**config.mk**
```make
export PLATFORM = sky130hd
export DESIGN_NAME = split_timer
export DESIGN_NICKNAME = d
export VERILOG_FILES = /design/src/verilog/split_timer_pkg.sv /design/src/verilog/split_timer.sv
export SDC_FILE = /design/constraint.sdc
export NUM_CORES = 1
export LEC_CHECK = 0
export ABC_AREA = 1
export BUFFER_PORTS_ARGS = -buffer_cell sky130_fd_sc_hd__buf_2
export CAP_MARGIN = 20
export CORE_UTILIZATION = 55
export DETAILED_ROUTE_END_ITERATION = 8
export GPL_TIMING_DRIVEN = 0
export PLACE_DENSITY_LB_ADDON = 0.12
export SYNTH_ARGS = -nofsm -noshare
export SYNTH_HDL_FRONTEND = slang
export SYNTH_SLANG_ARGS = --single-unit
```
**constraint.sdc**
```tcl
create_clock -name clk_sys -period 5 [get_ports clk_sys]
set_input_delay 1 -clock clk_sys [delete_from_list [all_inputs] [get_ports clk_sys]]
set_output_delay 1 -clock clk_sys [all_outputs]
set_load 0.02 [all_outputs]
```
**src/verilog/split_timer_pkg.sv**
```systemverilog
// constants for the split-capable auto-reload timer
// assumes an sfr bus with byte address, one-cycle write and read strobes
// Operation
// - high overflow flag on high byte wrap
// - 16-bit mode: flag on full wrap
// - interrupt request when high flag set
// - flags cleared only by software writing zero or by reset
// - low flag on low byte wrap, always
// - low overflow also interrupts when enabled
// - control bits 4 and 1 read zero
// - split select chooses 16-bit or two 8-bit
// - run control gates counting
// - split mode: run gates high byte only
// - ext select: core clock/12 or ext/8
// - one ext select, per-byte fast override
// - low reload register at 0xca, reset zero
// - high reload register at 0xcb, reset zero
// - 16-bit wrap loads full reload value
// - split mode: each byte reloads itself
// - fast select forces core clock per byte in split mode; in 16-bit mode the low select drives both bytes
// - both overflows share one interrupt request
package split_timer_pkg;
  localparam logic [7:0] ADDR_CONTROL     = 8'hc8;
  localparam logic [7:0] ADDR_RELOAD_LOW  = 8'hca;
  localparam logic [7:0] ADDR_RELOAD_HIGH = 8'hcb;
  localparam logic [7:0] ADDR_COUNT_LOW   = 8'hcc;
  localparam logic [7:0] ADDR_COUNT_HIGH  = 8'hcd;
  localparam int BIT_HIGH_FLAG  = 7;
  localparam int BIT_LOW_FLAG   = 6;
  localparam int BIT_LOW_IRQ_EN = 5;
  localparam int BIT_SPLIT      = 3;
  localparam int BIT_RUN        = 2;
  localparam int BIT_EXT_CLK    = 0;
  localparam logic [7:0] CONTROL_WRITE_MASK = 8'hed;
  localparam logic [7:0] RESET_BYTE         = 8'h00;
  localparam logic [3:0] DIV12_LAST         = 4'hb;
  localparam logic [2:0] DIV8_LAST          = 3'h7;
endpackage : split_timer_pkg
```
**src/verilog/split_timer.sv**
```systemverilog
// split-capable 16-bit auto-reload timer with its control and reload registers
// assumes sfr_wr/sfr_rd are one-cycle strobes on clk_sys; ext_osc is asynchronous
`timescale 1ns/1ps
`default_nettype none
module split_timer (
  input  wire logic       clk_sys,
  input  wire logic       reset_n,
  input  wire logic [7:0] sfr_addr,
  input  wire logic [7:0] sfr_wdata,
  input  wire logic       sfr_wr,
  input  wire logic       sfr_rd,
  output logic      [7:0] sfr_rdata,
  input  wire logic       timer_irq_enable,
  input  wire logic       high_byte_fast_clock_select,
  input  wire logic       low_byte_fast_clock_select,
  input  wire logic       ext_osc,
  output logic            irq_req
);
  logic [7:0] control_r, control_nxt;
  logic [7:0] reload_low_r, reload_low_nxt;
  logic [7:0] reload_high_r, reload_high_nxt;
  logic [7:0] count_low_r, count_low_nxt;
  logic [7:0] count_high_r, count_high_nxt;
  logic [7:0] rdata_r, rdata_nxt;
  logic       irq_r, irq_nxt;
  logic [3:0] div12_r, div12_nxt;
  logic [2:0] osc_sync_r, osc_sync_nxt;
  logic       osc_level_r, osc_level_nxt;
  logic [2:0] div8_r, div8_nxt;
  logic       osc_rise;
  logic       tick12, tick_ext, tick_sel, tick_low, tick_high;
  logic       split, run, low_wrap, high_wrap, set_high, set_low;

  function automatic logic is_wr(input logic [7:0] a);
    is_wr = sfr_wr && (sfr_addr == a);
  endfunction : is_wr

  assign split    = control_r[split_timer_pkg::BIT_SPLIT];
  assign run      = control_r[split_timer_pkg::BIT_RUN];
  assign tick12   = (div12_r == split_timer_pkg::DIV12_LAST);
  // external edge counted once second and third stage agree
  assign osc_rise = (osc_sync_r[1] == osc_sync_r[2]) && (osc_sync_r[2] != osc_level_r)
                    && osc_sync_r[2];
  // one tick per eight agreed rising edges
  assign tick_ext = osc_rise && (div8_r == split_timer_pkg::DIV8_LAST);
  assign tick_sel = control_r[split_timer_pkg::BIT_EXT_CLK] ? tick_ext : tick12;
  assign tick_low  = low_byte_fast_clock_select ? 1'b1 : tick_sel;
  assign tick_high = split ? (high_byte_fast_clock_select ? 1'b1 : tick_sel) : tick_low;
  assign low_wrap  = tick_low && (split || run) && (count_low_r == 8'hff);
  assign high_wrap = split ? (run && tick_high && count_high_r == 8'hff)
                           : (low_wrap && count_high_r == 8'hff);
  assign set_high  = high_wrap;
  assign set_low   = low_wrap;

  always_comb
  begin
    div12_nxt     = tick12 ? 4'h0 : div12_r + 4'h1;
    osc_sync_nxt  = {osc_sync_r[1:0], ext_osc};
    osc_level_nxt = (osc_sync_r[1] == osc_sync_r[2]) ? osc_sync_r[2] : osc_level_r;
    div8_nxt      = div8_r;
    if (osc_rise)
      div8_nxt = div8_r + 3'h1;
  end

  always_comb
  begin
    control_nxt     = control_r;
    reload_low_nxt  = reload_low_r;
    reload_high_nxt = reload_high_r;
    count_low_nxt   = count_low_r;
    count_high_nxt  = count_high_r;
    if (is_wr(split_timer_pkg::ADDR_CONTROL))
      control_nxt = sfr_wdata & split_timer_pkg::CONTROL_WRITE_MASK;
    if (is_wr(split_timer_pkg::ADDR_RELOAD_LOW))
      reload_low_nxt = sfr_wdata;
    if (is_wr(split_timer_pkg::ADDR_RELOAD_HIGH))
      reload_high_nxt = sfr_wdata;
    // set wins over software clear
    if (set_high)
      control_nxt[split_timer_pkg::BIT_HIGH_FLAG] = 1'b1;
    if (set_low)
      control_nxt[split_timer_pkg::BIT_LOW_FLAG] = 1'b1;
    if (split)
    begin
      if (tick_low)
        count_low_nxt = low_wrap ? reload_low_r : count_low_r + 8'h01;
      if (run && tick_high)
        count_high_nxt = high_wrap ? reload_high_r : count_high_r + 8'h01;
    end
    else if (run && tick_low)
    begin
      if (high_wrap)
      begin
        count_low_nxt  = reload_low_r;
        count_high_nxt = reload_high_r;
      end
      else
      begin
        count_low_nxt = count_low_r + 8'h01;
        if (low_wrap)
          count_high_nxt = count_high_r + 8'h01;
      end
    end
    // software write to count wins the cycle
    if (is_wr(split_timer_pkg::ADDR_COUNT_LOW))
      count_low_nxt = sfr_wdata;
    if (is_wr(split_timer_pkg::ADDR_COUNT_HIGH))
      count_high_nxt = sfr_wdata;
    irq_nxt = timer_irq_enable && (control_nxt[split_timer_pkg::BIT_HIGH_FLAG]
              || (control_nxt[split_timer_pkg::BIT_LOW_FLAG]
                  && control_nxt[split_timer_pkg::BIT_LOW_IRQ_EN]));
    rdata_nxt = rdata_r;
    if (sfr_rd)
    begin
      case (sfr_addr)
        split_timer_pkg::ADDR_CONTROL:     rdata_nxt = control_r;
        split_timer_pkg::ADDR_RELOAD_LOW:  rdata_nxt = reload_low_r;
        split_timer_pkg::ADDR_RELOAD_HIGH: rdata_nxt = reload_high_r;
        split_timer_pkg::ADDR_COUNT_LOW:   rdata_nxt = count_low_r;
        split_timer_pkg::ADDR_COUNT_HIGH:  rdata_nxt = count_high_r;
        default:                           rdata_nxt = 8'h00;
      endcase
    end
  end

  always_ff @(posedge clk_sys or negedge reset_n)
  begin
    if (!reset_n)
    begin
      control_r     <= split_timer_pkg::RESET_BYTE;
      reload_low_r  <= split_timer_pkg::RESET_BYTE;
      reload_high_r <= split_timer_pkg::RESET_BYTE;
      count_low_r   <= split_timer_pkg::RESET_BYTE;
      count_high_r  <= split_timer_pkg::RESET_BYTE;
      rdata_r       <= 8'h00;
      irq_r         <= 1'b0;
      div12_r       <= 4'h0;
      osc_sync_r    <= 3'h0;
      osc_level_r   <= 1'b0;
      div8_r        <= 3'h0;
    end
    else
    begin
      control_r     <= control_nxt;
      reload_low_r  <= reload_low_nxt;
      reload_high_r <= reload_high_nxt;
      count_low_r   <= count_low_nxt;
      count_high_r  <= count_high_nxt;
      rdata_r       <= rdata_nxt;
      irq_r         <= irq_nxt;
      div12_r       <= div12_nxt;
      osc_sync_r    <= osc_sync_nxt;
      osc_level_r   <= osc_level_nxt;
      div8_r        <= div8_nxt;
    end
  end

  assign sfr_rdata = rdata_r;
  assign irq_req   = irq_r;

  property p_high_flag_set;
    @(posedge clk_sys) disable iff (!reset_n)
    high_wrap |=> control_r[split_timer_pkg::BIT_HIGH_FLAG];
  endproperty
  a_high_flag_set: assert property (p_high_flag_set) else $error("high flag not set");

  property p_full_wrap;
    @(posedge clk_sys) disable iff (!reset_n)
    (!split && run && tick_low && count_low_r == 8'hff && count_high_r == 8'hff
     && !sfr_wr) |=> (count_low_r == $past(reload_low_r)
     && count_high_r == $past(reload_high_r) && control_r[split_timer_pkg::BIT_HIGH_FLAG]);
  endproperty
  a_full_wrap: assert property (p_full_wrap) else $error("16-bit wrap wrong");

  property p_irq;
    @(posedge clk_sys) disable iff (!reset_n)
    // request follows the enable input one clock late
    ($past(timer_irq_enable) && control_r[split_timer_pkg::BIT_HIGH_FLAG]) |-> irq_req;
  endproperty
  a_irq: assert property (p_irq) else $error("irq missing");

  property p_no_self_clear;
    @(posedge clk_sys) disable iff (!reset_n)
    (control_r[split_timer_pkg::BIT_HIGH_FLAG] && !is_wr(split_timer_pkg::ADDR_CONTROL))
    |=> control_r[split_timer_pkg::BIT_HIGH_FLAG];
  endproperty
  a_no_self_clear: assert property (p_no_self_clear) else $error("flag self-cleared");

  property p_low_kept;
    @(posedge clk_sys) disable iff (!reset_n)
    (control_r[split_timer_pkg::BIT_LOW_FLAG] && !is_wr(split_timer_pkg::ADDR_CONTROL))
    |=> control_r[split_timer_pkg::BIT_LOW_FLAG];
  endproperty
  a_low_kept: assert property (p_low_kept) else $error("low flag self-cleared");

  property p_low_flag;
    @(posedge clk_sys) disable iff (!reset_n)
    low_wrap |=> control_r[split_timer_pkg::BIT_LOW_FLAG];
  endproperty
  a_low_flag: assert property (p_low_flag) else $error("low flag not set");

  property p_low_irq;
    @(posedge clk_sys) disable iff (!reset_n)
    ($past(timer_irq_enable) && control_r[split_timer_pkg::BIT_LOW_FLAG]
     && control_r[split_timer_pkg::BIT_LOW_IRQ_EN]) |-> irq_req;
  endproperty
  a_low_irq: assert property (p_low_irq) else $error("low irq missing");

  property p_irq_quiet;
    @(posedge clk_sys) disable iff (!reset_n)
    !(control_r[split_timer_pkg::BIT_HIGH_FLAG] || control_r[split_timer_pkg::BIT_LOW_FLAG])
    |-> !irq_req;
  endproperty
  a_irq_quiet: assert property (p_irq_quiet) else $error("irq without flag");

  property p_unused_zero;
    @(posedge clk_sys) disable iff (!reset_n)
    control_r[4] == 1'b0 && control_r[1] == 1'b0;
  endproperty
  a_unused_zero: assert property (p_unused_zero) else $error("unused bit set");

  property p_hold_stopped;
    @(posedge clk_sys) disable iff (!reset_n)
    (!run && !sfr_wr) |=> $stable(count_high_r);
  endproperty
  a_hold_stopped: assert property (p_hold_stopped) else $error("count moved stopped");

  property p_split_low_runs;
    @(posedge clk_sys) disable iff (!reset_n)
    (split && !run && low_byte_fast_clock_select && !sfr_wr && count_low_r != 8'hff)
    |=> count_low_r == $past(count_low_r) + 8'h01;
  endproperty
  a_split_low_runs: assert property (p_split_low_runs) else $error("low byte stalled");
endmodule : split_timer
`default_nettype wire

```
### After elaboration in Yosys (flattened, before gate mapping)

Index checks and enable logic that the tools add are counted.

* bits in registers: 58
* latch bits: 0
* bits in writable memories: 0
* ROM bits: 0
* input bits: 24
* output and inout bits: 9
* logic and storage cells: 75
* memories kept: 0

* $add $sub $neg: 4
* multiply operators: 0
* divide/modulo/power cells: 0
* order comparisons: 0
* eq/ne operators: 13
* shifts and indexed selects: 0
* mux-type cells: 23
* bitwise operators: 0
* reduce and logical (&&, ||, !) cells: 23

Operator list (number)
* $mux W8: 14
* $eq A8 B8 Y1 const B: 7
* $pmux W8 S5: 1
* $add A8 B1 Y8 const B: 2
* $logic_and A1 B1 Y1: 16
* $mux W1: 7
* $ne A3 B1 Y1 const B: 2
* $reduce_bool A3 Y1: 2
* $add A4 B1 Y4 const B: 1
* $eq A4 B4 Y1 const B: 1
* $mux W4: 1
* $reduce_bool A4 Y1: 1
* $add A3 B1 Y3 const B: 1
* $eq A3 B3 Y1 const B: 1
* $reduce_and A3 Y1: 1
* $logic_or A1 B1 Y1: 2
* $reduce_and A2 Y1: 1
* $eq A1 B1 Y1: 1
* $ne A1 B1 Y1: 1

### Depth between registers and ports, before layout

* depth after elaboration: 14
* gate-level depth with buffers: 15
* mapped depth without buffers: 14

### Worst setup path before layout

Ideal clock, no wire load.

* kind: input to register
* start point: in sfr_addr[5]
* end point: reg count_high_r[3]
* library setup time: 0.121 ns
* arrival time: 2.063 ns
* data required time: 4.879 ns
* path slack: 2.816 ns
* stages on the path: 10
* buffers on the path: 0
* path through: nor2_1 > nand3_2 > inv_1 > nand2_2 > nor2_8 > inv_2 > nand2_4 > inv_1 > nor2_1 > nor2_1

* longest elaborated chain between the ends: 4
* elaborated cells on any way between the ends: 7
* those cells by class: eq/ne (2); mux (1); reduce/logical (4)

RTL lines
* start: declaration: line split_timer.sv:8 `input wire logic [7:0] sfr_addr,`
* $eq A8 B8 Y1 *: line split_timer.sv:35 `is_wr = sfr_wr && (sfr_addr == a);`
* $logic_and A1 B1 Y1 *: line split_timer.sv:35
* $ne A3 B1 Y1 (no line) (tied with other cells)
* $reduce_and A3 Y1 (no line)
* end signal: assignment: line split_timer.sv:134 `count_high_r <= split_timer_pkg::RESET_BYTE;`
* end signal: assignment: line split_timer.sv:148 `count_high_r <= count_high_nxt;`
* end: declaration: line split_timer.sv:23 `logic [7:0] count_high_r, count_high_nxt;`

Mark *: on every way between the ends. The rest lies on a longest branch, timed or not.
A chain may end at the register's enable or synchronous reset.

### Worst setup path in the final report

Ends and elaborated chain as after synthesis.

==> run metrics <==
sequential cell area in the final layout=1451 um^2; die outline width=82.49 um; classification of the worst-slack hold path=reg2reg; share of layout cells above drive strength 1=16.51%; Nets=551; number of slew-limit violations in the final report=0; sequential area share after synthesis=40.73%; transition time of the tightest slew-check pin=0.5193 ns; post-CTS sizing=0; number of inserted diodes=0; critical-path maximum fanout=10; detailed placement HPWL=7.115 mm; arrival time at the worst endpoint=2.47 ns; Worst Setup Path Type=in2reg; number of antenna violations at the first check in global routing=0; outcome=finished, final reports clean; root buffer selected by CTS=sky130_fd_sc_hd__clkbuf_8; setup repair after global routing missed its margin=no; initial core utilization=58.46%; post-synthesis instance area=3563 um^2; Static Leakage=2.123 nW; maximum buffer depth of the clock tree=2; die height=82.49 um; TritonCTS Buffers=9; hold-critical path depth=0; Mapped Cells=478; Final min period=2.229 ns; wirelength, routed=9.455 mm; required arrival time at the worst endpoint=5.24 ns; number of DRC markers after the initial detailed-route iteration=353; Register-to-Register Setup Slack=2.89 ns; global route total overflow=0; Post-Syn Nets=507; number of maximum-capacitance violations=0; element type at the critical path end=flip-flop; Placer Congestion=0.9383; fillers=543; wire length of the first global-routing pass=15.36 mm; launching element type of the critical path=input pin; Vias=3377; CTS sink count=58; synthesis warning total=0; final setup violation count=0; routed length per placed instance=15.71 um; Final Cycle Share=44.57%; f_max=448.7 MHz; Placement Cell Area=3837 um^2; Port Buf Inserts=32; clock slew at the register clock pins of the worst setup and hold paths=0.07 ns; Site Rows=28; Design Area, Final=4056 um^2; count of nets left with antenna violations after detail routing=0; number of cell instances on the worst register-to-register path=13; routed vias/inst=5.610; Final Hold Vio Count=0; final sum of negative setup slack=0 ns; number of optimization iterations in the first detailed-route pass=5; Post-CTS Setup Repair Bufs=0; total track usage=31.32%; area of the core region=6096 um^2; Layout area overhead=13.83%; number of ports placed on the die boundary=33; clock tree from TritonCTS=built; Max IR drop VDD=193.0 uV; vias in the first global route=3240; count of state elements after synthesis=58; area used by multi-input combinational logic=1784 um^2; worst-skew pair later-pin latency=0.35 ns; distinct cell type count of the synthesized netlist=35; Cell Pwr Density=302.2 nW/um^2; average cell area after synthesis=7.455 um^2; drc violations=0; largest net degree at the start of global routing=39; worst slew slack as a fraction of its limit=65.38%; CTS HTree Levels=3; hold-fix buffers at CTS=0; Worst Skew=0.004895 ns; die outline area=6805 um^2
==> critical path, cell delays in order <==
cell and delay, ns:
sky130_fd_sc_hd__buf_2 0.10, sky130_fd_sc_hd__nor2_1 0.12, sky130_fd_sc_hd__nand3_2 0.13, sky130_fd_sc_hd__inv_1 0.19, sky130_fd_sc_hd__nand2_2 0.19, sky130_fd_sc_hd__nor2_8 0.20, sky130_fd_sc_hd__inv_2 0.12, sky130_fd_sc_hd__nand2_4 0.15
sky130_fd_sc_hd__inv_1 0.09, sky130_fd_sc_hd__nor2_1 0.13, sky130_fd_sc_hd__nor2_1 0.05
==> flip-flops by register name, summed over array words and instances (netlist names) <==
name           cells
control_r          6
reload_high_r      8
count_low_r        8
osc_sync_r         3
irq_req            1
reload_low_r       8
div12_r            4
osc_level_r        1
div8_r             3
count_high_r       8
sfr_rdata          8
==> cells in the mapped netlist, drive strengths merged <==
cell type  instances  area share (%)
xnor2              2            0.49
clkbuf             4            0.42
ha                 5             1.8
inv               69             7.3
xor2               8             2.0
nand2            142              16
o21ai             45             6.4
o211ai             2            0.70
a31oi              2            0.35
nand4             13             2.7
dfrtp             58              41
o22ai              6             1.1
clkinv             1            0.11
nand3             54             9.1
a21oi             13             1.8
nor2              36             5.2
nand3b             1            0.21
maj3               1            0.28
buf                7             1.4
nor3               9             2.0
==> cells in the final DEF (no fill, tap or decap), types with 3 or more instances in the layout <==
| cell | synthesis | layout |
|---|---|---|
| sky130_fd_sc_hd__nand2_1 | 133 | 133 |
| sky130_fd_sc_hd__inv_1 | 66 | 66 |
| sky130_fd_sc_hd__dfrtp_1 | 58 | 58 |
| sky130_fd_sc_hd__nand3_1 | 48 | 48 |
| sky130_fd_sc_hd__o21ai_0 | 43 | 43 |
| sky130_fd_sc_hd__buf_2 | 4 | 36 |
| sky130_fd_sc_hd__nor2_1 | 29 | 29 |
| sky130_fd_sc_hd__a21oi_1 | 13 | 13 |
| sky130_fd_sc_hd__nand4_1 | 12 | 12 |
| sky130_fd_sc_hd__clkbuf_8 | 0 | 10 |
| sky130_fd_sc_hd__xor2_1 | 8 | 8 |
| sky130_fd_sc_hd__nand2_2 | 6 | 6 |
| sky130_fd_sc_hd__nor3_1 | 6 | 6 |
| sky130_fd_sc_hd__o22ai_1 | 6 | 6 |
| sky130_fd_sc_hd__clkbuf_1 | 4 | 5 |
| sky130_fd_sc_hd__ha_1 | 5 | 5 |
| sky130_fd_sc_hd__nor2_2 | 4 | 4 |
| sky130_fd_sc_hd__inv_2 | 3 | 3 |
| sky130_fd_sc_hd__nand3_2 | 3 | 3 |
| sky130_fd_sc_hd__nand3_4 | 3 | 3 |
| sky130_fd_sc_hd__nand2_4 | 3 | 3 |
==> final timing paths <==
check	endpoint	startpoint
max	count_high_r[3]	sfr_addr[5]
min	osc_sync_r[1]	osc_sync_r[0]
min in group asynchronous	div12_r[2]	reset_n
min reg2reg	osc_sync_r[1]	osc_sync_r[0]
max reg2reg	count_low_r[5]	div8_r[0]
max in group asynchronous	osc_level_r	reset_n
==> metrics by stage <==
stage	instances	total power [mW]	hold WS [ns]	util, %	setup WS [ns]
2_1_floorplan	478	0.6743	0.3312	-	2.816
6_report	602	1.226	0.3508	66.54	2.771
3_3_place_gp	585	0.7296	0.3351	62.62	2.488
4_1_cts	602	1.229	0.3554	66.54	2.776
5_1_grt	602	1.281	0.3581	66.54	2.622
3_5_place_dp	586	0.7396	0.3403	62.95	2.418
==> where the power goes <==
group / switching (mW) / internal, mW / total, mW / leakage [nW]
Combinational: 0.112 / 0.0687 / 0.180 / 1.24
Sequential: 0.0430 / 0.510 / 0.553 / 0.770
Clock: 0.200 / 0.292 / 0.492 / 0.109
Total: 0.354 / 0.871 / 1.23 / 2.12
==> final cells by class <==
cell class / instances / share of cell area [%]
Timing Repair Buffer: 33 / 4.442
Clock inverter: 5 / 1.912
Tap cell: 75 / 2.313
Inverter: 70 / 6.477
Buffer: 11 / 1.604
Multi-Input combinational cell: 339 / 43.99
Sequential cell: 58 / 35.78
Clock buffer: 11 / 3.486
==> cell families (layout without fill, tap and decap cells) <==
| group | Yosys count | after routing | share of synthesized area (%) |
|---|---|---|---|
| flops | 58 | 58 | 40.73 |
| compound gates | 68 | 68 | 10.36 |
| simple gates | 255 | 255 | 35.22 |
| fa+ha+maj | 6 | 6 | 2.037 |
| buf+inv | 81 | 130 | 9.199 |
| xor+xnor | 10 | 10 | 2.458 |
==> routing by layer <==
metal | routed length, um | vias to the layer above | part of all wire (%) | global-route usage (%)
met5 | 0 | - | 0 | 0
met3 | 783 | 37 | 8.3 | 5.385
met4 | 391 | 0 | 4.1 | 16.72
met1 | 4102 | 1513 | 43 | 41.38
met2 | 4177 | 183 | 44 | 49.01
li1 | - | 1644 | - | -
Power figures use the tool's default switching activity.
